===== src/verilog/breaker_supervision_pkg.sv =====
// Purpose: Shared constants and types for the breaker command supervision.
// Assumes: 125 MHz system clock; times are given in milliseconds.
// Notes:   Cycle counts are derived here and used as top-level defaults.
package breaker_supervision_pkg;

	// Decoded breaker position codes
	localparam logic [1:0] POS_INDETERMINATE_CODE = 2'h0;
	localparam logic [1:0] POS_OPEN_CODE          = 2'h1;
	localparam logic [1:0] POS_CLOSED_CODE        = 2'h2;
	localparam logic [1:0] POS_DISTURBED_CODE     = 2'h3;

	// Clock rate and supervision times
	localparam int unsigned CLK_KHZ          = 125000;
	localparam int unsigned CONTRA_TIME_MS   = 100;
	localparam int unsigned SUPV_TIME_MS     = 1000;
	localparam int unsigned SYNC_TIME_MS     = 200;
	localparam logic [31:0] CONTRA_CYCLES_DEF = 32'(CONTRA_TIME_MS * CLK_KHZ);
	localparam logic [31:0] SUPV_CYCLES_DEF   = 32'(SUPV_TIME_MS * CLK_KHZ);
	localparam logic [31:0] SYNC_CYCLES_DEF   = 32'(SYNC_TIME_MS * CLK_KHZ);

	// Number of interlock inputs per direction
	localparam int unsigned NUM_LOCKOUTS = 3;

	// Command execution supervision outcome flags
	typedef struct packed {
		logic cmd_done_ok;
		logic cmd_fail_contradictory;
		logic cmd_fail_trip_pending;
		logic cmd_redundant_direction;
		logic cmd_close_during_open;
		logic cmd_fail_breaker_unready;
		logic cmd_fail_field_lockout;
		logic cmd_fail_sync_window;
		logic cmd_fail_breaker_withdrawn;
	} cmd_status_s;

	// Command supervision states
	typedef enum logic [1:0] {
		ST_IDLE,
		ST_SYNC,
		ST_EXEC
	} cmd_state_e;

endpackage : breaker_supervision_pkg


===== src/verilog/breaker_command_supervision.sv =====
// Purpose: Position decode, interlock summary and command supervision
//          for one controlled circuit breaker.
// Assumes: All inputs synchronous to CLK; CLOSE_REQ/OPEN_REQ are pulses.
// Notes:   One command is supervised at a time; later requests are ignored, except a close during an open, which is flagged.

// Overview of operation
// RULE_01: Position code is 0 indeterminate, 1 open, 2 closed, 3 disturbed.
// RULE_02: Contradicting contacts show disturbed only after the contradiction timer.
// RULE_03: One-contact mode uses the closed contact only and flags the mode.
// RULE_04: Closed, open, not-closed and indeterminate flags follow the code.
// RULE_05: Close interlock status is the OR of the close interlock inputs.
// RULE_06: Open interlock status is the OR of the open interlock inputs.
// RULE_07: Success flag when the breaker reaches the requested end position.
// RULE_08: Failure flag when a command ends with the breaker disturbed.
// RULE_09: Commands are refused and flagged while a trip is pending.
// RULE_10: Flag a command requesting the position already held.
// RULE_11: Flag a close request arriving while an open command is pending.
// RULE_12: Flag and refuse a command while the breaker is not ready.
// RULE_13: Refuse and flag a command blocked by active field interlocking.
// RULE_14: Synchronised close is abandoned and flagged if sync never arrives.
// RULE_15: A command fails with its own flag when the breaker is removed; removal is ignored while waiting in ST_SYNC.
// RULE_16: Removed status follows the removed input.
// RULE_17: Ready status mirrors the ready input.
// RULE_18: Optionally merge the protection close request and indicate it.
// RULE_19: Trip request, its acknowledgement and dwell are separate outputs.
// RULE_20: Breaker drives a closed-reporting and an open-reporting contact.
// RULE_21: Sync source asserts in-sync within the synchronisation window.
// RULE_22: Flags clear on the next command taken; timers are parameters.
// RULE_23: Trip request holds until acknowledged after the trip condition ends.
module breaker_command_supervision
	import breaker_supervision_pkg::*;
#(
	parameter logic [31:0] CONTRA_CYCLES = CONTRA_CYCLES_DEF,
	parameter logic [31:0] SUPV_CYCLES   = SUPV_CYCLES_DEF,
	parameter logic [31:0] SYNC_CYCLES   = SYNC_CYCLES_DEF
) (
	input  wire logic                    CLK,
	input  wire logic                    RST,
	input  wire logic                    AUX_CLOSED,
	input  wire logic                    AUX_OPEN,
	input  wire logic                    ONE_CONTACT_MODE,
	input  wire logic                    BREAKER_READY,
	input  wire logic                    BREAKER_REMOVED,
	input  wire logic [NUM_LOCKOUTS-1:0] CLOSE_LOCKOUT_INPUT,
	input  wire logic [NUM_LOCKOUTS-1:0] OPEN_LOCKOUT_INPUT,
	input  wire logic                    CLOSE_REQ,
	input  wire logic                    OPEN_REQ,
	input  wire logic                    SYNC_CLOSE_MODE,
	input  wire logic                    IN_SYNC,
	input  wire logic                    PROT_CLOSE_REQ,
	input  wire logic                    INCL_PROT_CLOSE,
	input  wire logic                    PROT_TRIP,
	input  wire logic                    TRIP_ACK,
	input  wire logic                    AUTO_ACK,
	output logic        [1:0]            POSITION,
	output logic                         ONE_CONTACT_MODE_FLAG,
	output logic                         POS_CLOSED,
	output logic                         POS_OPEN,
	output logic                         POS_NOT_CLOSED,
	output logic                         POS_INDETERMINATE,
	output logic                         POS_DISTURBED,
	output logic                         CLOSE_LOCKOUT,
	output logic                         OPEN_LOCKOUT,
	output logic                         READY,
	output logic                         REMOVED,
	output logic                         CLOSE_CMD,
	output logic                         OPEN_CMD,
	output logic                         PROT_CLOSE_INCLUDED,
	output logic                         PROTECTION_TRIP_REQUEST,
	output logic                         TRIP_ACKNOWLEDGE,
	output logic                         DWELL_ACTIVE,
	output cmd_status_s                  CMD_STATUS
);

	logic [31:0] contra_cnt;
	logic [31:0] cnt;
	logic [31:0] next_cnt;
	logic [1:0]  next_pos;
	cmd_state_e  state;
	cmd_state_e  next_state;
	logic        dir;
	logic        next_dir;
	cmd_status_s next_status;
	logic        trip_request;

	// Position decode; a contradiction needs both contacts to agree
	wire contra      = ~ONE_CONTACT_MODE & (AUX_CLOSED == AUX_OPEN);
	wire contra_done = (contra_cnt >= CONTRA_CYCLES - 32'd1);
	wire [1:0] clean_pos = AUX_CLOSED ? POS_CLOSED_CODE : POS_OPEN_CODE;

	always_comb begin
		if (!contra) begin
			next_pos = clean_pos; // see RULE_03
		end else if (contra_done) begin
			next_pos = POS_DISTURBED_CODE; // see RULE_02
		end else begin
			next_pos = POS_INDETERMINATE_CODE; // see RULE_01
		end
	end

	// Contradiction timer saturates so disturbed stays until it clears
	always_ff @(posedge CLK or posedge RST) begin
		if (RST) begin
			contra_cnt <= '0;
		end else if (!contra) begin
			contra_cnt <= '0;
		end else if (!contra_done) begin
			contra_cnt <= contra_cnt + 32'd1; // see RULE_02
		end
	end

	// Status flags decoded from the registered code
	assign POS_CLOSED        = (POSITION == POS_CLOSED_CODE); // see RULE_04
	assign POS_OPEN          = (POSITION == POS_OPEN_CODE);
	assign POS_NOT_CLOSED    = ~POS_CLOSED;
	assign POS_INDETERMINATE = (POSITION == POS_INDETERMINATE_CODE);
	assign POS_DISTURBED     = (POSITION == POS_DISTURBED_CODE);

	// Request evaluation; a simultaneous close loses to the open
	wire req_any     = CLOSE_REQ | OPEN_REQ;
	wire req_close   = CLOSE_REQ & ~OPEN_REQ;
	wire already     = req_close ? POS_CLOSED : POS_OPEN;
	wire lock_hit    = req_close ? CLOSE_LOCKOUT : OPEN_LOCKOUT;
	wire reached     = dir ? POS_CLOSED : POS_OPEN;
	wire sync_expire = (cnt >= SYNC_CYCLES - 32'd1);
	wire supv_expire = (cnt >= SUPV_CYCLES - 32'd1);

	// Command supervision state machine
	always_comb begin
		next_state  = state;
		next_status = CMD_STATUS;
		next_dir    = dir;
		next_cnt    = cnt + 32'd1;
		case (state)
			ST_IDLE: begin
				next_cnt = '0;
				if (req_any) begin
					next_status = '0; // see RULE_22
					next_dir    = req_close;
					next_status.cmd_close_during_open = CLOSE_REQ & OPEN_REQ;
					if (trip_request) begin
						next_status.cmd_fail_trip_pending = 1'b1; // see RULE_09
					end else if (BREAKER_REMOVED) begin
						next_status.cmd_fail_breaker_withdrawn = 1'b1; // see RULE_15
					end else if (!BREAKER_READY) begin
						next_status.cmd_fail_breaker_unready = 1'b1; // see RULE_12
					end else if (already) begin
						next_status.cmd_redundant_direction = 1'b1; // see RULE_10
					end else if (lock_hit) begin
						next_status.cmd_fail_field_lockout = 1'b1; // see RULE_13
					end else if (req_close && SYNC_CLOSE_MODE) begin
						next_state = ST_SYNC;
					end else begin
						next_state = ST_EXEC;
					end
				end
			end
			ST_SYNC: begin
				if (IN_SYNC) begin
					next_state = ST_EXEC; // see RULE_21
					next_cnt   = '0;
				end else if (sync_expire) begin
					next_status.cmd_fail_sync_window = 1'b1; // see RULE_14
					next_state = ST_IDLE;
				end
			end
			ST_EXEC: begin
				if (!dir && CLOSE_REQ) begin
					next_status.cmd_close_during_open = 1'b1; // see RULE_11
				end
				if (BREAKER_REMOVED) begin
					next_status.cmd_fail_breaker_withdrawn = 1'b1; // see RULE_15
					next_state = ST_IDLE;
				end else if (reached) begin
					next_status.cmd_done_ok = 1'b1; // see RULE_07
					next_state = ST_IDLE;
				end else if (POS_DISTURBED || supv_expire) begin
					next_status.cmd_fail_contradictory = 1'b1; // see RULE_08
					next_state = ST_IDLE;
				end
			end
			default: begin
				next_state = ST_IDLE;
			end
		endcase
	end

	// Trip request holds until acknowledged once the trip has gone
	wire trip_clear = trip_request & ~PROT_TRIP & (TRIP_ACK | AUTO_ACK);

	always_ff @(posedge CLK or posedge RST) begin
		if (RST) begin
			trip_request     <= 1'b0;
			TRIP_ACKNOWLEDGE <= 1'b0;
		end else begin
			trip_request     <= PROT_TRIP | (trip_request & ~trip_clear);
			TRIP_ACKNOWLEDGE <= trip_clear; // see RULE_23
		end
	end

	assign PROTECTION_TRIP_REQUEST = trip_request; // see RULE_19

	// Supervision registers
	always_ff @(posedge CLK or posedge RST) begin
		if (RST) begin
			state      <= ST_IDLE;
			dir        <= 1'b0;
			cnt        <= '0;
			CMD_STATUS <= '0;
		end else begin
			state      <= next_state;
			dir        <= next_dir;
			cnt        <= next_cnt;
			CMD_STATUS <= next_status;
		end
	end

	// Registered mirrors and drive outputs; drive stays up through dwell
	always_ff @(posedge CLK or posedge RST) begin
		if (RST) begin
			POSITION              <= POS_INDETERMINATE_CODE;
			ONE_CONTACT_MODE_FLAG <= 1'b0;
			CLOSE_LOCKOUT         <= 1'b0;
			OPEN_LOCKOUT          <= 1'b0;
			READY                 <= 1'b0;
			REMOVED               <= 1'b0;
			CLOSE_CMD             <= 1'b0;
			OPEN_CMD              <= 1'b0;
			PROT_CLOSE_INCLUDED   <= 1'b0;
			DWELL_ACTIVE          <= 1'b0;
		end else begin
			POSITION              <= next_pos; // see RULE_01
			ONE_CONTACT_MODE_FLAG <= ONE_CONTACT_MODE; // see RULE_03
			CLOSE_LOCKOUT         <= |CLOSE_LOCKOUT_INPUT; // see RULE_05
			OPEN_LOCKOUT          <= |OPEN_LOCKOUT_INPUT; // see RULE_06
			READY                 <= BREAKER_READY; // see RULE_17
			REMOVED               <= BREAKER_REMOVED; // see RULE_16
			CLOSE_CMD             <= ((next_state == ST_EXEC) & next_dir)
				| (INCL_PROT_CLOSE & PROT_CLOSE_REQ); // see RULE_18
			OPEN_CMD              <= (next_state == ST_EXEC) & ~next_dir;
			PROT_CLOSE_INCLUDED   <= INCL_PROT_CLOSE; // see RULE_18
			DWELL_ACTIVE          <= (next_state == ST_EXEC); // see RULE_19
		end
	end
endmodule : breaker_command_supervision


===== config.mk =====
export PLATFORM = sky130hd
export DESIGN_NAME = breaker_command_supervision
export DESIGN_NICKNAME = d
export VERILOG_FILES = /design/src/verilog/breaker_supervision_pkg.sv /design/src/verilog/breaker_command_supervision.sv
export SDC_FILE = /design/constraint.sdc
export NUM_CORES = 1
export LEC_CHECK = 0
export BUFFER_PORTS_ARGS = -buffer_cell sky130_fd_sc_hd__buf_4
export CAP_MARGIN = 10
export CORE_MARGIN = 5
export CORE_UTILIZATION = 58
export CTS_CLUSTER_DIAMETER = 80
export DETAILED_ROUTE_END_ITERATION = 8
export PLACE_DENSITY = 0.83
export REMOVE_ABC_BUFFERS = 1
export SETUP_SLACK_MARGIN = 0.15
export SYNTH_ARGS = -nofsm -noshare
export SYNTH_HDL_FRONTEND = slang
export SYNTH_SLANG_ARGS = --single-unit

===== constraint.sdc =====
create_clock -name CLK -period 2.9 [get_ports CLK]
set_input_delay 0.145 -clock CLK [delete_from_list [all_inputs] [get_ports CLK]]
set_output_delay 0.145 -clock CLK [all_outputs]
set_load 0.05 [all_outputs]

After elaboration in Yosys (flattened, before gate mapping)
Cells that the tools add are included.
Operators by class
  add/subtract/negate cells: 2
  magnitude comparators: 3
  eq/ne operators: 17
  multiplexer cells: 51
  bitwise gates (word level): 19
  reductions and logical operators: 16
Operators with widths (count)
  32-bit 2-to-1 mux: 3
  32-bit by 1-bit adder with 32-bit output, second input constant: 2
  32-bit case mux with 2 select lines: 1
  2-bit 2-to-1 mux: 18
  32-bit by 24-bit greater-or-equal comparator with 1-bit output, second input constant: 1
  32-bit by 25-bit greater-or-equal comparator with 1-bit output, second input constant: 1
  32-bit by 27-bit greater-or-equal comparator with 1-bit output, second input constant: 1
  1-bit 2-to-1 mux: 23
  2-bit != test, second input constant: 10
  1-bit bitwise AND: 9
  9-bit 2-to-1 mux: 1
  2-bit equality test, second input constant: 4
  4-bit AND reduction: 2
  1-bit inverter: 6
  1-bit case mux with 2 select lines: 3
  2-bit case mux with 3 select lines: 1
  3-bit AND reduction: 2
  3-bit OR reduction: 2
  5-bit AND reduction: 1
  2-bit by 1-bit equality test with 1-bit output, second input constant: 2
  2-bit zero test: 2
  1-bit OR: 4
  2-bit case mux with 2 select lines: 1
  2-bit nonzero test: 2
  other kinds (5): 6
Storage, ports and cells
  bits in registers: 89
  output and inout bits: 27
  logic and storage cells: 133

Longest topological paths before layout
  depth in word-level cells: 14
  gate-level depth with buffers: 9

Worst setup path before layout
No wires, ideal clock.
  kind: reg-to-reg
  start: register POSITION[0]
  end: register CMD_STATUS[7] in the netlist's numbering
  data arrival time: 2.910 ns
  data required time: 2.818 ns
  slack: -0.092 ns
  cell stages (with the launch flop): 7
  path buffers: 0
  period minus slack after synthesis: 2.992 ns
  cells stage by stage: dfrtp_1 nand2b_1 inv_1 mux2_2 nor2b_1 or4b_2 a31oi_1
Between the ends
  cells in the longest elaborated chain, start to end: 4
  elaborated cells between the ends (all ways): 8
  those cells by class: eq/ne (5); mux (1); reduce/logical (2)
RTL lines
  from (decl): line breaker_command_supervision.sv:55  | output logic [1:0] POSITION,
  from (signal assigned): line breaker_command_supervision.sv:232  | POSITION <= next_pos;
  2-bit equality test: line breaker_command_supervision.sv:113  | assign POS_CLOSED = (POSITION == POS_CLOSED_CODE);
  via POS_CLOSED: line breaker_command_supervision.sv:57  | output logic POS_CLOSED,
  1-bit 2-to-1 mux: line breaker_command_supervision.sv:124  | wire reached = dir ? POS_CLOSED : POS_OPEN;
  2-bit != test (no source line)
  5-bit AND reduction (no source line)
  to (signal assigned): line breaker_command_supervision.sv:214  | CMD_STATUS <= next_status;
  to (decl): line breaker_command_supervision.sv:72  | output cmd_status_s CMD_STATUS
The timed path passes the listed nets, and every way through them passes these cells.
A chain may end at the register's enable or synchronous reset.

Worst setup path in the final report
  start: register contra_cnt[0]
  end: register contra_cnt[13]
Between the ends
  cells in the longest elaborated chain, start to end: 3
  elaborated cells between the ends (all ways): 5
  those cells by class: add/sub (1); order compare (1); eq/ne (1); mux (2)
RTL lines
  from (decl): line breaker_command_supervision.sv:75  | logic [31:0] contra_cnt;
  from (signal assigned): line breaker_command_supervision.sv:108  | contra_cnt <= contra_cnt + 32'd1;
  32-bit by 1-bit adder with 32-bit output: line breaker_command_supervision.sv:108
  32-bit 2-to-1 mux: line breaker_command_supervision.sv:107  | end else if (!contra_done) begin
  32-bit 2-to-1 mux: line breaker_command_supervision.sv:105  | end else if (!contra) begin
Several ways; a longest one is shown, not always the timed one. The select of a mux whose other input is x is not followed.

==> flow_summary.toml <==
[run_status]
status = "finished, final reports clean"

[setup_path]
cp-end-kind = "flip-flop"
reg2reg_to = "contra_cnt[13]"
reg2regPathDepth = 6
cp_cell_sequence = "ha_1, and3_1, a211o_1, a211o_2, or4_1, a21oi_1"
critical_path.top_delay_family = "compound AO/OA/AOI/OAI gates"
required_ps = 3200
critPathBufInv = 0
reg2reg_from = "contra_cnt[0]"
cpPeakStageDelay_ps = 560
cp_max_fo = 23
cp-start-kind = "flip-flop"
path_class = "reg -> reg"
ff2ff_setup_slack_ps = 320
arrival_ps = 2880
slowest_stage = "or4_1"

[floorplanning]
die_h_um = 97.3
dieWidth_um = 97.3
rows = 31
pin_count = 49
core_region_area_sq_um = 7330
die_area_sq_um = 9470
initial_core_util_pct = 60.3

[global_route]
grt_overflow = 0
grt_max_degree = 90
grt_pass1_wl_um = 17000
track_usage_pct = 21.5
grt_pass1_vias = 3639
antenna_found_initial = 0

[logic_synthesis]
synth_cells = 470
netlist_area_sq_um = 4420
syn_area_per_cell_sq_um = 9.41
ys_seq_area_share_pct = 50.4
synth_warnings = 0
synth_edf_count = 0
synth_cell_types = 48
synth-seq-cells = 89
synth_ff_type = "dfrtp_1"
async_flop_share_pct = 100

[hold_path]
hp-start = "PROT_CLOSE_REQ"
whs_path_depth = 3
holdPathEnd = "CLOSE_CMD"
min_path_type = "in -> reg"

[run]
maxCapViolCount = 0

[cts]
post_cts_buffers = 0
cts_sinks = 89
cts_buffers = 9
clockBufferDepth = 2
cts_tree = "done"
cts-root-buf = "clkbuf_8"
clk_pin_slew_ps = 90
htreeDepth = 3
clk_latency_ps = 360

[sta]
finalMaxSlewViolations = 0
slew_headroom_pct = 41.9
min_period_over_period_pct = 89.0
min_period_ps = 2580
fmax_mhz = 388
final_hold_viol_count = 0
skew_ps = 15.3
tightest_slew_ps = 868
grt_setup_unrepaired = "no"
fin_setup_tns_ps = 0
setup_violations = 0

[route]
drtIter0Drc = 309
vias = 3798
drt-pass1-iter-count = 5
wl_per_cell_um = 15.8
postRouteAntennaNets = 0
viasPerCell = 6.04
wl_um = 9960
drcViolationCount = 0

[layout]
drive_above_1_share_pct = 15.7
n_antenna_cell = 0
multi_input_area_sq_um = 2070
areaGrowthSynthToFinish_pct = 17.3
fin_cells = 629
regArea_sq_um = 2230
finalCoreUtilization_pct = 70.8
fillers = 522
nets = 549

[place]
port_buffers = 48
gp_congestion = 0.908
dp_cells = 602
dp_hpwl_um = 6750

[power]
vdd_ir_drop_max_uv = 281
p_leak_uw = 0.00226
powerDensity_nw_per_um2 = 464
-- power by group --
| part | internal (uW) | switching [uW] |
|---|---|---|
| registers | 1260 | 16.5 |
| clock network | 405 | 457 |
| logic | 87.7 | 180 |
| total | 1750 | 654 |
-- layout make-up --
type | count | share of cell area [%]
Inverter | 9 | 0.675
Multi-Input combinational cell | 351 | 40.0
Timing Repair Buffer | 65 | 10.2
Tap cell | 99 | 2.39
Clock buffer | 9 | 2.39
Clock inverter | 7 | 1.49
Sequential cell | 89 | 42.9
-- Yosys cell counts (9+ instances only) --
cell type,count,area share [%]
xor2_1,21,4.2
nor2_1,54,4.6
or3_1,15,2.1
inv_1,9,0.76
nor3_1,11,1.2
a31oi_1,10,1.4
clkbuf_1,18,1.5
dfrtp_1,89,50
nand2_1,46,3.9
nand4_1,18,2.5
and3_1,10,1.4
and2_1,14,2.0
o21ai_0,10,1.1
a21oi_1,27,3.1
or4_1,10,1.7
nor4_1,9,1.3
nand3_1,23,2.6
-- worst max-delay path by stage --
| stage | from | end | cells past startpoint |
|---|---|---|---|
| CTS | contra_cnt[0] | contra_cnt[13] | 6 |
| finish | contra_cnt[0] | contra_cnt[13] | 6 |
| floorplan | POSITION[0] | CMD_STATUS[7] | 6 |
| detailed placement | contra_cnt[0] | contra_cnt[13] | 6 |
| global route | contra_cnt[0] | contra_cnt[13] | 6 |
| global placement | contra_cnt[0] | contra_cnt[13] | 6 |
-- worst register-to-register path: stages (launching register included) --
cell and delay, ps:
dfrtp_1 430, ha_1 260, and3_1 260, a211o_1 350
a211o_2 500, or4_1 570, a21oi_1 150
-- repair_timing --
action | CTS | global route
endpoints found under the hold margin | 99 | 0
setup endpoints to repair | 0 | 2
resized for setup | 0 | 1
hold buffers | 11 | 0
-- stage by stage --
step	instance area [sq um]	hold slack (ps)	setup slack (ps)	total power [uW]
after floorplan	4330	176	-92.0	1460
after global placement	4880	264	326	1550
after detailed placement	4880	267	237	1560
after CTS	5190	17.1	236	2420
after global routing	5190	20.3	233	2500
final	5190	17.6	320	2410
-- registers in the layout, indices dropped and copies added, names as in the netlist --
name	flops
TRIP_ACKNOWLEDGE	1
DWELL_ACTIVE	1
READY	1
ONE_CONTACT_MODE_FLAG	1
CLOSE_CMD	1
CLOSE_LOCKOUT	1
PROT_CLOSE_INCLUDED	1
PROTECTION_TRIP_REQUEST	1
CMD_STATUS	9
state	2
REMOVED	1
OPEN_CMD	1
dir	1
contra_cnt	32
POSITION	2
cnt	32
OPEN_LOCKOUT	1
-- metal layers --
| metal | GRT usage [%] | vias up | share of wire (%) |
|---|---|---|---|
| met2 | 33.1 | 165 | 45 |
| met4 | 9.27 | 0 | 1.9 |
| met3 | 4.45 | 16 | 7.5 |
| met5 | 0 | - | 0 |
| li1 | - | 1804 | - |
| met1 | 29.6 | 1813 | 45 |
-- placed cells by master, fill, tap and decap left out, drive strengths merged, types with 4 or more instances in the layout --
master | netlist | routed
dfrtp | 89 | 89
nor2 | 54 | 54
buf | 3 | 54
nand2 | 46 | 46
a21oi | 27 | 27
nand3 | 23 | 23
xor2 | 21 | 21
nand4 | 18 | 18
or3 | 15 | 15
and2 | 14 | 14
o21ai | 12 | 12
nor3 | 11 | 11
dlygate4sd3 | 0 | 11
and3 | 10 | 10
or4 | 10 | 10
a31oi | 10 | 10
inv | 9 | 10
nor4 | 9 | 9
clkbuf | 18 | 9
o31ai | 8 | 8
xnor2 | 7 | 7
nand2b | 7 | 7
and4 | 6 | 6
a31o | 5 | 5
nor2b | 4 | 4
mux2i | 4 | 4
clkinv | 0 | 4
-- cell families (layout without fill, tap and decap cells) --
kind of cell / after synthesis / after routing / share of synthesized area (%)
compound gates: 81 / 81 / 12.0
xor+xnor: 28 / 28 / 5.54
mux: 6 / 6 / 1.41
fa+ha+maj: 2 / 2 / 0.566
simple gates: 234 / 234 / 27.4
buf+inv: 30 / 90 / 2.77
flops: 89 / 89 / 50.4
(Power assumes the default switching activity.)
